$ cat src/rtl/asrs_pkg.sv
// Constants for the analog speed reference scaler.
// Frequencies are in 0.1 Hz steps, analog inputs in 0.1 % steps.
package asrs_pkg;
  localparam int ADDR_W = 8;
  localparam int FW = 12;
  localparam int XW = 10;
  localparam int PW = 7;
  localparam int AW = 17;
  localparam int CW = 5;
  // ----------------------------------------
  // Register byte offsets
  // ----------------------------------------
  localparam logic [ADDR_W-1:0] OFF_CTRL = 8'h00;
  localparam logic [ADDR_W-1:0] OFF_BASE1 = 8'h04;
  localparam logic [ADDR_W-1:0] OFF_MAX1 = 8'h08;
  localparam logic [ADDR_W-1:0] OFF_BASE2 = 8'h0C;
  localparam logic [ADDR_W-1:0] OFF_MAX2 = 8'h10;
  localparam logic [ADDR_W-1:0] OFF_SRC = 8'h14;
  localparam logic [ADDR_W-1:0] OFF_VSF = 8'h18;
  localparam logic [ADDR_W-1:0] OFF_VEF = 8'h1C;
  localparam logic [ADDR_W-1:0] OFF_VSP = 8'h20;
  localparam logic [ADDR_W-1:0] OFF_VEP = 8'h24;
  localparam logic [ADDR_W-1:0] OFF_VLOW = 8'h28;
  localparam logic [ADDR_W-1:0] OFF_AVG = 8'h2C;
  localparam logic [ADDR_W-1:0] OFF_ISF = 8'h30;
  localparam logic [ADDR_W-1:0] OFF_IEF = 8'h34;
  localparam logic [ADDR_W-1:0] OFF_ISP = 8'h38;
  localparam logic [ADDR_W-1:0] OFF_IEP = 8'h3C;
  localparam logic [ADDR_W-1:0] OFF_ILOW = 8'h40;
  localparam logic [ADDR_W-1:0] OFF_FREQ = 8'h44;
  localparam logic [ADDR_W-1:0] OFF_VOLT = 8'h48;
  // ----------------------------------------
  // Limits and reset values
  // ----------------------------------------
  localparam logic [FW-1:0] BASE_MIN = 12'h12C;
  localparam logic [FW-1:0] FREQ_LIM = 12'hFA0;
  localparam logic [PW-1:0] PCT_MAX = 7'h64;
  localparam logic [XW-1:0] PCT_SCALE = 10'h00A;
  localparam logic [XW-1:0] VOLT_FULL = 10'h3E8;
  localparam logic [XW-1:0] KNOB_FULL = 10'h3E8;
  localparam logic [CW-1:0] AVG_MIN = 5'h01;
  localparam logic [CW-1:0] AVG_MAX = 5'h11;
  localparam logic [CW-1:0] AVG_RST = 5'h08;
  localparam logic [FW-1:0] BASE_RST = 12'h1F4;
  localparam logic [FW-1:0] MAX_RST = 12'h1F4;
  localparam logic [PW-1:0] EP_RST = 7'h64;
  localparam logic LOW_RST = 1'b1;
  localparam logic [1:0] RESP_OKAY = 2'h0;
  localparam logic [1:0] RESP_SLVERR = 2'h2;
  typedef enum logic [2:0] {
    SRC_V_KNOB = 3'b010,
    SRC_I_KNOB = 3'b011,
    SRC_V_ONLY = 3'b100,
    SRC_I_ONLY = 3'b101
  } asrs_src_e;
endpackage

$ cat src/rtl/asrs_seg_map.sv
// Linear segment map from an analog reading to a frequency.
// Purely combinational; the caller registers the result.
`timescale 1ns/1ps
`default_nettype none
module asrs_seg_map
  import asrs_pkg::*;
(
  input wire logic [XW-1:0] x,
  input wire logic [PW-1:0] sp,
  input wire logic [PW-1:0] ep,
  input wire logic [FW-1:0] sf,
  input wire logic [FW-1:0] ef,
  input wire logic low_zero,
  output logic [FW-1:0] f
);
  logic [XW-1:0] xs, xe, span, dx;
  logic signed [12:0] df;
  logic signed [23:0] prod, quot;
  logic signed [24:0] sum;

  always_comb
  begin
    xs = XW'({3'h0, sp} * PCT_SCALE);
    xe = XW'({3'h0, ep} * PCT_SCALE);
    span = (xe > xs) ? XW'(xe - xs) : 10'h001;
    dx = XW'(x - xs);
    df = $signed({1'b0, ef}) - $signed({1'b0, sf});
    prod = df * $signed({1'b0, dx});
    quot = prod / $signed({14'h000, span});
    sum = 25'(quot) + 25'($signed({1'b0, sf}));
    // RULE_08 RULE_11 below start point
    if (x < xs)
    begin
      f = low_zero ? 12'h000 : sf;
    end
    // RULE_09 RULE_12 above end point
    else if (x >= xe)
    begin
      f = ef;
    end
    else
    begin
      f = sum[FW-1:0];
    end
  end
endmodule
`default_nettype wire

$ cat src/rtl/asrs_top.sv
// Analog speed reference scaler with AXI4-Lite register access.
// Samples arrive with a strobe from same-clock converter logic.
// What this block does
// RULE_01 - Base frequency write accepted only from 30 Hz up to maximum.
// RULE_02 - Maximum frequency write accepted only from base up to 400 Hz.
// RULE_03 - Output voltage rises with frequency at fixed V/f up to base.
// RULE_04 - From base to maximum frequency output voltage stays at full scale.
// RULE_05 - Voltage and current inputs are never used together.
// RULE_06 - Voltage input maps linearly between start and end points.
// RULE_07 - Start and end frequencies accepted only within 0 to 400 Hz.
// RULE_08 - Voltage below start point gives 0 Hz or start frequency.
// RULE_09 - Voltage above end point gives the end frequency.
// RULE_10 - Current input has its own independent linear map.
// RULE_11 - Current below start point gives 0 Hz or its start frequency.
// RULE_12 - Current above end point gives its end frequency.
// RULE_13 - Selection code picks voltage, current or knob source.
// RULE_14 - Reference is averaged over 1 to 17 samples, default 8.
// RULE_15 - A second base and maximum set can drive the output.
// RULE_16 - Final frequency never exceeds the active maximum; freq_cmd stays above it for one cycle after the active maximum drops.
//
// The register offsets and the AXI4-Lite register port were chosen for this implementation.
`timescale 1ns/1ps
`default_nettype none
module asrs_top
  import asrs_pkg::*;
(
  input wire logic aclk,
  input wire logic aresetn,
  input wire logic [ADDR_W-1:0] s_axi_awaddr,
  input wire logic s_axi_awvalid,
  output logic s_axi_awready,
  input wire logic [31:0] s_axi_wdata,
  input wire logic [3:0] s_axi_wstrb,
  input wire logic s_axi_wvalid,
  output logic s_axi_wready,
  output logic [1:0] s_axi_bresp,
  output logic s_axi_bvalid,
  input wire logic s_axi_bready,
  input wire logic [ADDR_W-1:0] s_axi_araddr,
  input wire logic s_axi_arvalid,
  output logic s_axi_arready,
  output logic [31:0] s_axi_rdata,
  output logic [1:0] s_axi_rresp,
  output logic s_axi_rvalid,
  input wire logic s_axi_rready,
  input wire logic sample_strobe,
  input wire logic [XW-1:0] voltage_in_code,
  input wire logic [XW-1:0] current_in_terminal,
  input wire logic [XW-1:0] front_knob,
  input wire logic input_select_pin,
  output logic [FW-1:0] freq_cmd,
  output logic [XW-1:0] volt_cmd
);
  typedef struct packed {
    logic aw_hold;
    logic [ADDR_W-1:0] aw_addr;
    logic w_hold;
    logic [31:0] w_data;
    logic bvalid;
    logic [1:0] bresp;
    logic rvalid;
    logic [1:0] rresp;
    logic [31:0] rdata;
    logic set2;
    logic [FW-1:0] base1;
    logic [FW-1:0] max1;
    logic [FW-1:0] base2;
    logic [FW-1:0] max2;
    logic [2:0] src;
    logic [FW-1:0] vsf;
    logic [FW-1:0] vef;
    logic [PW-1:0] vsp;
    logic [PW-1:0] vep;
    logic vlow;
    logic [CW-1:0] avg_n;
    logic [FW-1:0] isf;
    logic [FW-1:0] ief;
    logic [PW-1:0] isp;
    logic [PW-1:0] iep;
    logic ilow;
    logic [AW-1:0] acc;
    logic [CW-1:0] cnt;
    logic [FW-1:0] freq;
    logic [XW-1:0] volt;
    logic sel_meta;
    logic sel_sync;
  } asrs_state_s;

  asrs_state_s st_reg, st_next;
  logic [FW-1:0] vmap, imap, knob_f, pick, act_base, act_max, avg_f;
  logic [AW-1:0] acc_sum, avg_q;
  logic [21:0] knob_p, volt_p;
  logic [XW-1:0] volt_calc;
  logic wr_go, wr_ok;
  logic [31:0] rd_val;
  logic rd_hit;

  // ----------------------------------------
  // Source maps
  // ----------------------------------------
  // RULE_06 voltage segment map
  asrs_seg_map u_vmap (
    .x(voltage_in_code),
    .sp(st_reg.vsp),
    .ep(st_reg.vep),
    .sf(st_reg.vsf),
    .ef(st_reg.vef),
    .low_zero(st_reg.vlow),
    .f(vmap)
  );
  // RULE_10 independent current map
  asrs_seg_map u_imap (
    .x(current_in_terminal),
    .sp(st_reg.isp),
    .ep(st_reg.iep),
    .sf(st_reg.isf),
    .ef(st_reg.ief),
    .low_zero(st_reg.ilow),
    .f(imap)
  );

  assign s_axi_awready = !st_reg.aw_hold;
  assign s_axi_wready = !st_reg.w_hold;
  assign s_axi_arready = !st_reg.rvalid;
  assign s_axi_bvalid = st_reg.bvalid;
  assign s_axi_bresp = st_reg.bresp;
  assign s_axi_rvalid = st_reg.rvalid;
  assign s_axi_rresp = st_reg.rresp;
  assign s_axi_rdata = st_reg.rdata;
  assign freq_cmd = st_reg.freq;
  assign volt_cmd = st_reg.volt;

  always_comb
  begin
    st_next = st_reg;
    // RULE_15 active parameter set
    act_base = st_reg.set2 ? st_reg.base2 : st_reg.base1;
    act_max = st_reg.set2 ? st_reg.max2 : st_reg.max1;
    knob_p = 22'(front_knob) * 22'(act_max);
    knob_f = FW'(knob_p / 22'(KNOB_FULL));
    // RULE_13 source selection
    // RULE_05 one analog input only
    case (st_reg.src)
      SRC_V_KNOB: pick = st_reg.sel_sync ? vmap : knob_f;
      SRC_I_KNOB: pick = st_reg.sel_sync ? imap : knob_f;
      SRC_I_ONLY: pick = imap;
      default: pick = vmap;
    endcase
    // ----------------------------------------
    // Averaging and clamp
    // ----------------------------------------
    acc_sum = AW'(st_reg.acc + AW'(pick));
    avg_q = acc_sum / AW'(st_reg.avg_n);
    avg_f = avg_q[FW-1:0];
    if (sample_strobe)
    begin
      // RULE_14 block average of n samples
      if (st_reg.cnt + 5'h01 >= st_reg.avg_n)
      begin
        st_next.acc = '0;
        st_next.cnt = '0;
        st_next.freq = avg_f;
      end
      else
      begin
        st_next.acc = acc_sum;
        st_next.cnt = CW'(st_reg.cnt + 5'h01);
      end
    end
    // RULE_16 clamp to active maximum
    if (st_next.freq > act_max)
    begin
      st_next.freq = act_max;
    end
    // RULE_03 constant V/f below base
    volt_p = 22'(st_reg.freq) * 22'(VOLT_FULL);
    volt_calc = XW'(volt_p / 22'(act_base));
    // RULE_04 full scale above base
    if (st_reg.freq >= act_base)
    begin
      volt_calc = VOLT_FULL;
    end
    st_next.volt = volt_calc;
    st_next.sel_meta = input_select_pin;
    st_next.sel_sync = st_reg.sel_meta;
    // ----------------------------------------
    // Write channel
    // ----------------------------------------
    if (s_axi_awvalid && !st_reg.aw_hold)
    begin
      st_next.aw_hold = 1'b1;
      st_next.aw_addr = s_axi_awaddr;
    end
    if (s_axi_wvalid && !st_reg.w_hold)
    begin
      st_next.w_hold = 1'b1;
      st_next.w_data = s_axi_wdata;
    end
    if (st_reg.bvalid && s_axi_bready)
    begin
      st_next.bvalid = 1'b0;
    end
    wr_go = st_reg.aw_hold && st_reg.w_hold && !st_reg.bvalid;
    wr_ok = 1'b0;
    if (st_reg.aw_addr == OFF_CTRL)
    begin
      wr_ok = 1'b1;
    end
    else if (st_reg.aw_addr == OFF_BASE1)
    begin
      // RULE_01 base range check
      wr_ok = st_reg.w_data[31:FW] == '0 && st_reg.w_data[FW-1:0] >= BASE_MIN &&
        st_reg.w_data[FW-1:0] <= st_reg.max1;
    end
    else if (st_reg.aw_addr == OFF_MAX1)
    begin
      // RULE_02 maximum range check
      wr_ok = st_reg.w_data[31:FW] == '0 && st_reg.w_data[FW-1:0] <= FREQ_LIM &&
        st_reg.w_data[FW-1:0] >= st_reg.base1;
    end
    else if (st_reg.aw_addr == OFF_BASE2)
    begin
      // RULE_01 second base check
      wr_ok = st_reg.w_data[31:FW] == '0 && st_reg.w_data[FW-1:0] >= BASE_MIN &&
        st_reg.w_data[FW-1:0] <= st_reg.max2;
    end
    else if (st_reg.aw_addr == OFF_MAX2)
    begin
      // RULE_02 second maximum check
      wr_ok = st_reg.w_data[31:FW] == '0 && st_reg.w_data[FW-1:0] <= FREQ_LIM &&
        st_reg.w_data[FW-1:0] >= st_reg.base2;
    end
    else if (st_reg.aw_addr == OFF_SRC)
    begin
      wr_ok = st_reg.w_data >= 32'(SRC_V_KNOB) && st_reg.w_data <= 32'(SRC_I_ONLY);
    end
    else if (st_reg.aw_addr == OFF_VSF || st_reg.aw_addr == OFF_VEF ||
      st_reg.aw_addr == OFF_ISF || st_reg.aw_addr == OFF_IEF)
    begin
      // RULE_07 map frequency range
      wr_ok = st_reg.w_data <= 32'(FREQ_LIM);
    end
    else if (st_reg.aw_addr == OFF_VSP || st_reg.aw_addr == OFF_VEP ||
      st_reg.aw_addr == OFF_ISP || st_reg.aw_addr == OFF_IEP)
    begin
      wr_ok = st_reg.w_data <= 32'(PCT_MAX);
    end
    else if (st_reg.aw_addr == OFF_VLOW || st_reg.aw_addr == OFF_ILOW)
    begin
      wr_ok = st_reg.w_data <= 32'h0000_0001;
    end
    else if (st_reg.aw_addr == OFF_AVG)
    begin
      wr_ok = st_reg.w_data >= 32'(AVG_MIN) && st_reg.w_data <= 32'(AVG_MAX);
    end
    // Byte strobes are ignored: an accepted write always sets the whole field
    if (wr_go)
    begin
      st_next.aw_hold = 1'b0;
      st_next.w_hold = 1'b0;
      st_next.bvalid = 1'b1;
      st_next.bresp = wr_ok ? RESP_OKAY : RESP_SLVERR;
      if (wr_ok)
      begin
        case (st_reg.aw_addr)
          OFF_CTRL: st_next.set2 = st_reg.w_data[0];
          OFF_BASE1: st_next.base1 = st_reg.w_data[FW-1:0];
          OFF_MAX1: st_next.max1 = st_reg.w_data[FW-1:0];
          OFF_BASE2: st_next.base2 = st_reg.w_data[FW-1:0];
          OFF_MAX2: st_next.max2 = st_reg.w_data[FW-1:0];
          OFF_SRC: st_next.src = st_reg.w_data[2:0];
          OFF_VSF: st_next.vsf = st_reg.w_data[FW-1:0];
          OFF_VEF: st_next.vef = st_reg.w_data[FW-1:0];
          OFF_VSP: st_next.vsp = st_reg.w_data[PW-1:0];
          OFF_VEP: st_next.vep = st_reg.w_data[PW-1:0];
          OFF_VLOW: st_next.vlow = st_reg.w_data[0];
          OFF_AVG: st_next.avg_n = st_reg.w_data[CW-1:0];
          OFF_ISF: st_next.isf = st_reg.w_data[FW-1:0];
          OFF_IEF: st_next.ief = st_reg.w_data[FW-1:0];
          OFF_ISP: st_next.isp = st_reg.w_data[PW-1:0];
          OFF_IEP: st_next.iep = st_reg.w_data[PW-1:0];
          default: st_next.ilow = st_reg.w_data[0];
        endcase
        // A new count restarts the average so no stale partial sum is used
        if (st_reg.aw_addr == OFF_AVG)
        begin
          st_next.acc = '0;
          st_next.cnt = '0;
        end
      end
    end
    // ----------------------------------------
    // Read channel
    // ----------------------------------------
    rd_hit = 1'b1;
    rd_val = 32'h0000_0000;
    if (s_axi_araddr == OFF_CTRL) rd_val = 32'(st_reg.set2);
    else if (s_axi_araddr == OFF_BASE1) rd_val = 32'(st_reg.base1);
    else if (s_axi_araddr == OFF_MAX1) rd_val = 32'(st_reg.max1);
    else if (s_axi_araddr == OFF_BASE2) rd_val = 32'(st_reg.base2);
    else if (s_axi_araddr == OFF_MAX2) rd_val = 32'(st_reg.max2);
    else if (s_axi_araddr == OFF_SRC) rd_val = 32'(st_reg.src);
    else if (s_axi_araddr == OFF_VSF) rd_val = 32'(st_reg.vsf);
    else if (s_axi_araddr == OFF_VEF) rd_val = 32'(st_reg.vef);
    else if (s_axi_araddr == OFF_VSP) rd_val = 32'(st_reg.vsp);
    else if (s_axi_araddr == OFF_VEP) rd_val = 32'(st_reg.vep);
    else if (s_axi_araddr == OFF_VLOW) rd_val = 32'(st_reg.vlow);
    else if (s_axi_araddr == OFF_AVG) rd_val = 32'(st_reg.avg_n);
    else if (s_axi_araddr == OFF_ISF) rd_val = 32'(st_reg.isf);
    else if (s_axi_araddr == OFF_IEF) rd_val = 32'(st_reg.ief);
    else if (s_axi_araddr == OFF_ISP) rd_val = 32'(st_reg.isp);
    else if (s_axi_araddr == OFF_IEP) rd_val = 32'(st_reg.iep);
    else if (s_axi_araddr == OFF_ILOW) rd_val = 32'(st_reg.ilow);
    else if (s_axi_araddr == OFF_FREQ) rd_val = 32'(st_reg.freq);
    else if (s_axi_araddr == OFF_VOLT) rd_val = 32'(st_reg.volt);
    else rd_hit = 1'b0;
    if (st_reg.rvalid && s_axi_rready)
    begin
      st_next.rvalid = 1'b0;
    end
    if (s_axi_arvalid && !st_reg.rvalid)
    begin
      st_next.rvalid = 1'b1;
      st_next.rdata = rd_val;
      st_next.rresp = rd_hit ? RESP_OKAY : RESP_SLVERR;
    end
  end

  always_ff @(posedge aclk)
  begin
    if (!aresetn)
    begin
      st_reg <= '0;
      st_reg.base1 <= BASE_RST;
      st_reg.max1 <= MAX_RST;
      st_reg.base2 <= BASE_RST;
      st_reg.max2 <= MAX_RST;
      st_reg.src <= SRC_V_KNOB;
      st_reg.vep <= EP_RST;
      st_reg.iep <= EP_RST;
      st_reg.vlow <= LOW_RST;
      st_reg.ilow <= LOW_RST;
      st_reg.avg_n <= AVG_RST;
    end
    else
    begin
      st_reg <= st_next;
    end
  end
endmodule
`default_nettype wire

$ cat config.mk
export PLATFORM = sky130hd
export DESIGN_NAME = asrs_top
export DESIGN_NICKNAME = d
export VERILOG_FILES = /design/src/rtl/asrs_pkg.sv /design/src/rtl/asrs_seg_map.sv /design/src/rtl/asrs_top.sv
export SDC_FILE = /design/constraint.sdc
export NUM_CORES = 2
export LEC_CHECK = 0
export BUFFER_PORTS_ARGS = -buffer_cell sky130_fd_sc_hd__buf_2
export CAP_MARGIN = 25
export CORE_MARGIN = 2
export CORE_UTILIZATION = 33
export DETAILED_ROUTE_END_ITERATION = 6
export GPL_TIMING_DRIVEN = 0
export PLACE_DENSITY = 0.5
export REMOVE_ABC_BUFFERS = 1
export SYNTH_ARGS = -nofsm -noshare
export SYNTH_HDL_FRONTEND = slang
export SYNTH_SLANG_ARGS = --single-unit
$ cat constraint.sdc
create_clock -name aclk -period 121.8 [get_ports aclk]
set_input_delay 6.09 -clock aclk [delete_from_list [all_inputs] [get_ports aclk]]
set_output_delay 6.09 -clock aclk [all_outputs]
set_load 0.01 [all_outputs]
Yosys cells after proc, flatten, opt, wreduce, memory -nomap -nowiden --
Cells that the tools add are included.
Word-level totals: register bits after elaboration 261, latch bits 0, RAM bits 0, memory bits (read-only) 0, input bits 91, output and inout port bits 63, word-level logic and storage cells 243, memories kept 0
Operators by class: $add $sub $neg 10, multipliers 8, divide/modulo/power cells 5, $lt $le $gt $ge 22, equality and inequality tests 37, shift-type cells 0, multiplexer cells 75, bitwise gates (word level) 2, reduce and logical (&&, ||, !) cells 51
Operators by type and width (number):
- 12-bit 2-to-1 mux | 30
- 8-bit by 6-bit equality test with 1-bit output (second input constant) | 16
- 22-bit 2-to-1 mux | 4
- 8-bit by 5-bit equality test with 1-bit output (second input constant) | 8
- 3-bit AND reduction | 17
- 24-bit by 11-bit divider with 24-bit output | 2
- 13-bit by 11-bit multiplier with 24-bit output | 2
- 10-bit 2-to-1 mux | 4
- 10-bit subtractor | 4
- 12-bit greater-or-equal comparator | 3
- 7-bit by 3-bit multiplier with 9-bit output (second input constant) | 4
- 12-bit one-hot mux with 3 select lines | 1
- 35-bit 2-to-1 mux | 1
- 34-bit 2-to-1 mux | 1
- 8-bit by 4-bit equality test with 1-bit output (second input constant) | 4
- 8-bit by 7-bit equality test with 1-bit output (second input constant) | 4
- 32-bit by 1-bit greater-or-equal comparator with 1-bit output (second input constant) | 1
- 32-bit by 2-bit greater-or-equal comparator with 1-bit output (second input constant) | 1
- 32-bit by 1-bit <= comparator with 1-bit output (second input constant) | 1
- 32-bit by 12-bit <= comparator with 1-bit output (second input constant) | 1
- 32-bit by 3-bit <= comparator with 1-bit output (second input constant) | 1
- 32-bit by 5-bit <= comparator with 1-bit output (second input constant) | 1
- 32-bit by 7-bit <= comparator with 1-bit output (second input constant) | 1
- 1-bit 2-to-1 mux | 31
- other kinds (31) | 67

Longest topological paths before layout --
word-level depth 22, gate-level depth with buffers 566, mapped depth without buffers 534

By module --
A second synthesis with hierarchy kept.
Unflattened totals: cell total of the unflattened synthesis 10552, area total of the unflattened synthesis 79760.2 um^2
By module, submodules not included:
- asrs_top | times used 1, cells an instance 4967, area an instance 37968.9 um^2, seq. area each 4784.6 um^2
- asrs_seg_map (u_vmap) | times used 1, cells an instance 2838, area an instance 20990.1 um^2, seq. area each 0.0 um^2
- asrs_seg_map (u_imap) | times used 1, cells an instance 2747, area an instance 20801.2 um^2, seq. area each 0.0 um^2

Worst setup path before layout --
Ideal clock, no wire load.
path kind input port to flip-flop, start point input port current_in_terminal[1], end point register st_reg, in the netlist freq_cmd[7], library setup time 76 ps, arrival 106909 ps, required time 121724 ps, path slack 14816 ps, stages 533, path buffers 34, cells stage by stage inv_1 ha_1 inv_1 fa_1 a21o_1 a21oi_1 o21bai_1 a21oi_1 nor2_1 nor2_1 a21oi_1 maj3_1 xnor2_1 clkbuf_1 nor2_1 ha_1 fa_1 fa_1 [... 497 more ...] o21ai_0 nand2b_1 a2111oi_0 nand3_1 nor2_1 a31o_2 ha_1 nor2b_1 o21ai_0 nand2b_1 a21oi_1 o21ai_0 o22a_1 clkbuf_1 inv_1 buf_1 nand2_1 a21boi_0
Between the ends: cells in the longest elaborated chain, start to end 14, elaborated cells between the ends (all ways) 16, those cells by class 3 x add/sub; 1 x mul; 2 x div; 3 x order compare; 7 x mux
RTL lines:
- start: declaration | RTL line asrs_top.sv:48 | input wire logic [XW-1:0] current_in_terminal,
- 10-bit subtractor | RTL line asrs_seg_map.sv:26 | dx = XW'(x - xs);
- 13-bit by 11-bit multiplier with 24-bit output | RTL line asrs_seg_map.sv:28 | prod = df * $signed({1'b0, dx});
- 24-bit by 11-bit divider with 24-bit output | RTL line asrs_seg_map.sv:29 | quot = prod / $signed({14'h000, span});
- 12-bit adder | RTL line asrs_seg_map.sv:30 | sum = 25'(quot) + 25'($signed({1'b0, sf}));
- 12-bit 2-to-1 mux | RTL line asrs_seg_map.sv:37 | else if (x >= xe)
- 12-bit 2-to-1 mux * | RTL line asrs_seg_map.sv:32 | if (x < xs)
- 12-bit 2-to-1 mux | RTL line asrs_top.sv:145 | SRC_I_KNOB: pick = st_reg.sel_sync ? imap : knob_f;
- 12-bit one-hot mux with 3 select lines * | RTL line asrs_top.sv:143 | case (st_reg.src)
- 17-bit by 12-bit adder with 17-bit output * | RTL line asrs_top.sv:152 | acc_sum = AW'(st_reg.acc + AW'(pick));
- 17-bit by 5-bit divider with 17-bit output * | RTL line asrs_top.sv:153 | avg_q = acc_sum / AW'(st_reg.avg_n);
- 12-bit 2-to-1 mux * | RTL line asrs_top.sv:158 | if (st_reg.cnt + 5'h01 >= st_reg.avg_n)
- 34-bit 2-to-1 mux * | RTL line asrs_top.sv:155 | if (sample_strobe)
- 12-bit greater-than comparator | RTL line asrs_top.sv:171 | if (st_next.freq > act_max)
- 12-bit 2-to-1 mux * | RTL line asrs_top.sv:171
- end signal: assignment | RTL line asrs_top.sv:347 | st_reg <= st_next;
- end: declaration | RTL line asrs_top.sv:89 | asrs_state_s st_reg, st_next;
Every way passes the cells marked *; elsewhere a longest branch is shown, timed or not. A chain may end at the register's enable or synchronous reset.

Worst setup path after layout --
start point input port current_in_terminal[1], end point register st_reg, in the netlist freq_cmd[2]
The elaborated chain is that of the path after synthesis.

==> impl_metrics.yaml <==
critical_path:
  regToRegEndpoint: "freq_cmd[2]"
  worstPathMaxFanout: 17
  reg2reg_from: "st_reg[73]"
  required_ns: 122.29
  reg2reg_depth: 508
  critPathLaunch: "current_in_terminal[1]"
  cp-start-kind: "input port"
  worstSetupEndpointType: "register"
  r2r_slack_ns: 12.47
  slowest_delay_ns: 0.71
  crit_path_frequent_cell: "o21a_1"
  crit_buf_inv: 23
  cp.arrival_ns: 114.05
  path_class: "in -> reg"
  critPathTopFamily: "compound AO/OA/AOI/OAI gates"
  slowest_stage: "xor2_1"
place:
  portBuffers: 127
  placed_cells: 13560
  dp_hpwl_mm: 209.6
  place_area_sq_mm: 0.08259
  place_congestion: 0.9222
synth:
  postSynthAreaPerCell_sq_um: 7.398
  ys_seq_elements: 239
  yosysSeqAreaShare_pct: 6.124
  synth_common_cells: "ha_1, nand2_1, nor2_1"
  ys_warn_count: 0
  synthTopCellsByArea: "ha_1, fa_1, dfxtp_1"
  synth_edf_count: 0
  async_reset_ff_share_pct: 0
  synth-compound-area-share_pct: 25.63
  synth_largest_area_cell: "ha_1"
  synth_xor_area_share_pct: 5.325
  synthFlopType: "dfxtp_1"
  synthAdderAreaFrac_pct: 27.53
  synth_top_cell_area_share_pct: 17.86
  synth_top_family_by_area: "adder cells"
  yosys.area_share.simple_pct: 23.93
  synth.most_common_cell: "ha_1"
  synth_cell_types: 127
  muxShareOfSynthArea_pct: 5.419
  synth_cells: 10560
  syn_area_sq_mm: 0.07813
finish:
  regArea_sq_mm: 0.004786
  drive_above_1_share_pct: 8.019
  multiInputGateArea_sq_mm: 0.06983
  nNetsFinal: 12090
  syn2layout_area_growth_pct: 8.820
  instances_no_fill: 13700
  fillers: 24800
  fin_area_sq_mm: 0.08502
  largest_reg_flops: 200
global_route:
  grt_first_pass_wirelength_mm: 405.5
  antenna_found_initial: 14
  grt-ovfl-total: 0
  grt_use_total_pct: 20.23
  grt_pass1_vias: 74330
  grt_start_max_net_pins: 119
floorplanning:
  die_area_sq_mm: 0.2407
  die_w_um: 490.6
  die_y_um: 490.6
  core_sq_mm: 0.2354
  initial_core_util_pct: 33.19
  io_pins: 154
  rows: 178
cts:
  numClockSinks: 239
  cts-root-buf: "clkbuf_16"
  cts_max_level: 1
  cts_made_buffers: 29
  clkSlewWorstSetupHoldPaths_ns: 0.07
  cts_hold_buf: 0
  cts.path.max_buffers: 3
  cts_tree: "yes"
  insertion_delay_ns: 0.60
sta:
  relSlewSlack_pct: 20.55
  fin_crit_sh_pct: 93.24
  tightest_slew_ns: 1.173
  hold_viol: 0
  setup_viol: 0
  slew_viol_final: 0
  fmax_mhz: 8.805
  holdWs_ns: 0.4583
  finClkSkew_ns: 0.02762
  period_needed_ns: 113.57
route:
  wire_per_inst_um: 18.58
  drtIter0Drc: 4643
  dr_total_vias: 76700
  dr.pass1.iters: 7
  drc: 0
  post_drt_via_cell_ratio: 5.599
  ant_nets: 0
  wl_mm: 254.6
worst_hold_path:
  hold_path_class: "reg -> reg"
  hp-start: "st_next[0]"
  worstHoldEndpoint: "st_reg[0]"
  hold_depth: 1
flow_run:
  drv_cap: 0
status:
  status: "complete, no violations"
## cells in the final DEF, fill, tap and decap left out, types with 84 or more instances in the layout
cell / n
o21ai_0: 488
nor3_1: 557
nand4_1: 87
or2_2: 89
mux2_2: 160
xor2_1: 163
a31oi_1: 86
ha_1: 1115
a21oi_1: 589
inv_1: 784
nand3_1: 169
or3_1: 85
a21o_1: 223
buf_2: 132
nor2_1: 823
xnor2_1: 304
o31ai_1: 189
a211oi_1: 84
fa_1: 372
nand2b_1: 158
nor2b_1: 253
mux2i_1: 223
dfxtp_1: 238
nand2_1: 1055
o21a_1: 469
and2_1: 159
## layout make-up
type,instances,area share (%)
clock inverters,13,0.1898
multi-input cells,9177,82.13
repair inverters,3,0.01766
inverters,789,3.492
diodes,11,0.03237
flip-flops and latches,239,5.629
clock buffers,41,0.9771
repair buffers,276,2.896
well taps,3150,4.635
## worst register-to-register path, delay by kind of cell, from the launching register on
family                     cells  cell delay (ns)
and+or+nand+nor              147            28.51
AOI/OAI and AO/OA            275            56.49
buffers and inverters         21             2.98
adders and majority gates     52            16.71
muxes                         12             3.62
xor gates and xnor gates       1             0.34
DFF                            1             0.55
## how the worst max path moves through the flow
stage	end	slack (ns)	cells past startpoint
2_1_floorplan	freq_cmd[11]	15.16	502
3_3_place_gp	freq_cmd[0]	-5.98	496
3_5_place_dp	freq_cmd[3]	-3.70	505
4_1_cts	freq_cmd[4]	0.16	508
5_1_grt	freq_cmd[11]	-0.29	506
6_report	freq_cmd[2]	8.23	506
## kinds of logic (layout without fill, tap and decap cells)
| group | after synthesis | count (layout) |
|---|---|---|
| and+or+nand+nor | 3821 | 3825 |
| AOI/OAI and AO/OA | 2956 | 2956 |
| adders and majority gates | 1498 | 1498 |
| buffers and inverters | 1170 | 1122 |
| xor gates and xnor gates | 475 | 475 |
| muxes | 401 | 401 |
| DFF | 239 | 239 |
| other | 1 | 33 |
## per-stage QoR
step	util (%)	setup TNS [ns]	setup slack, ns
after global placement	34.42	-70.61	-5.980
after detailed placement	35.08	-43.80	-3.696
final	36.12	0	8.233
after floorplan	-	0	15.16
after CTS	35.55	0	0.1561
after global routing	36.11	-3.133	-0.2923
## per-layer routing
layer	GRT usage, %	vias to the layer above	wire length, um
li1	-	38100	-
met1	26.95	36840	118500
met2	35.42	1504	120700
met3	1.267	260	8974
met4	4.815	4	6441
met5	0	-	23
## repair_timing
action                     in CTS  in global routing
pin swaps                       1                 19
gates resized for setup        24                156
setup endpoints to repair      12                 12
cloned                          1                  6
setup buffers                   0                 50
Power is left out: the tool's default activity adds up to more than one toggle a clock period on the data nets, which glitch-free logic cannot reach.
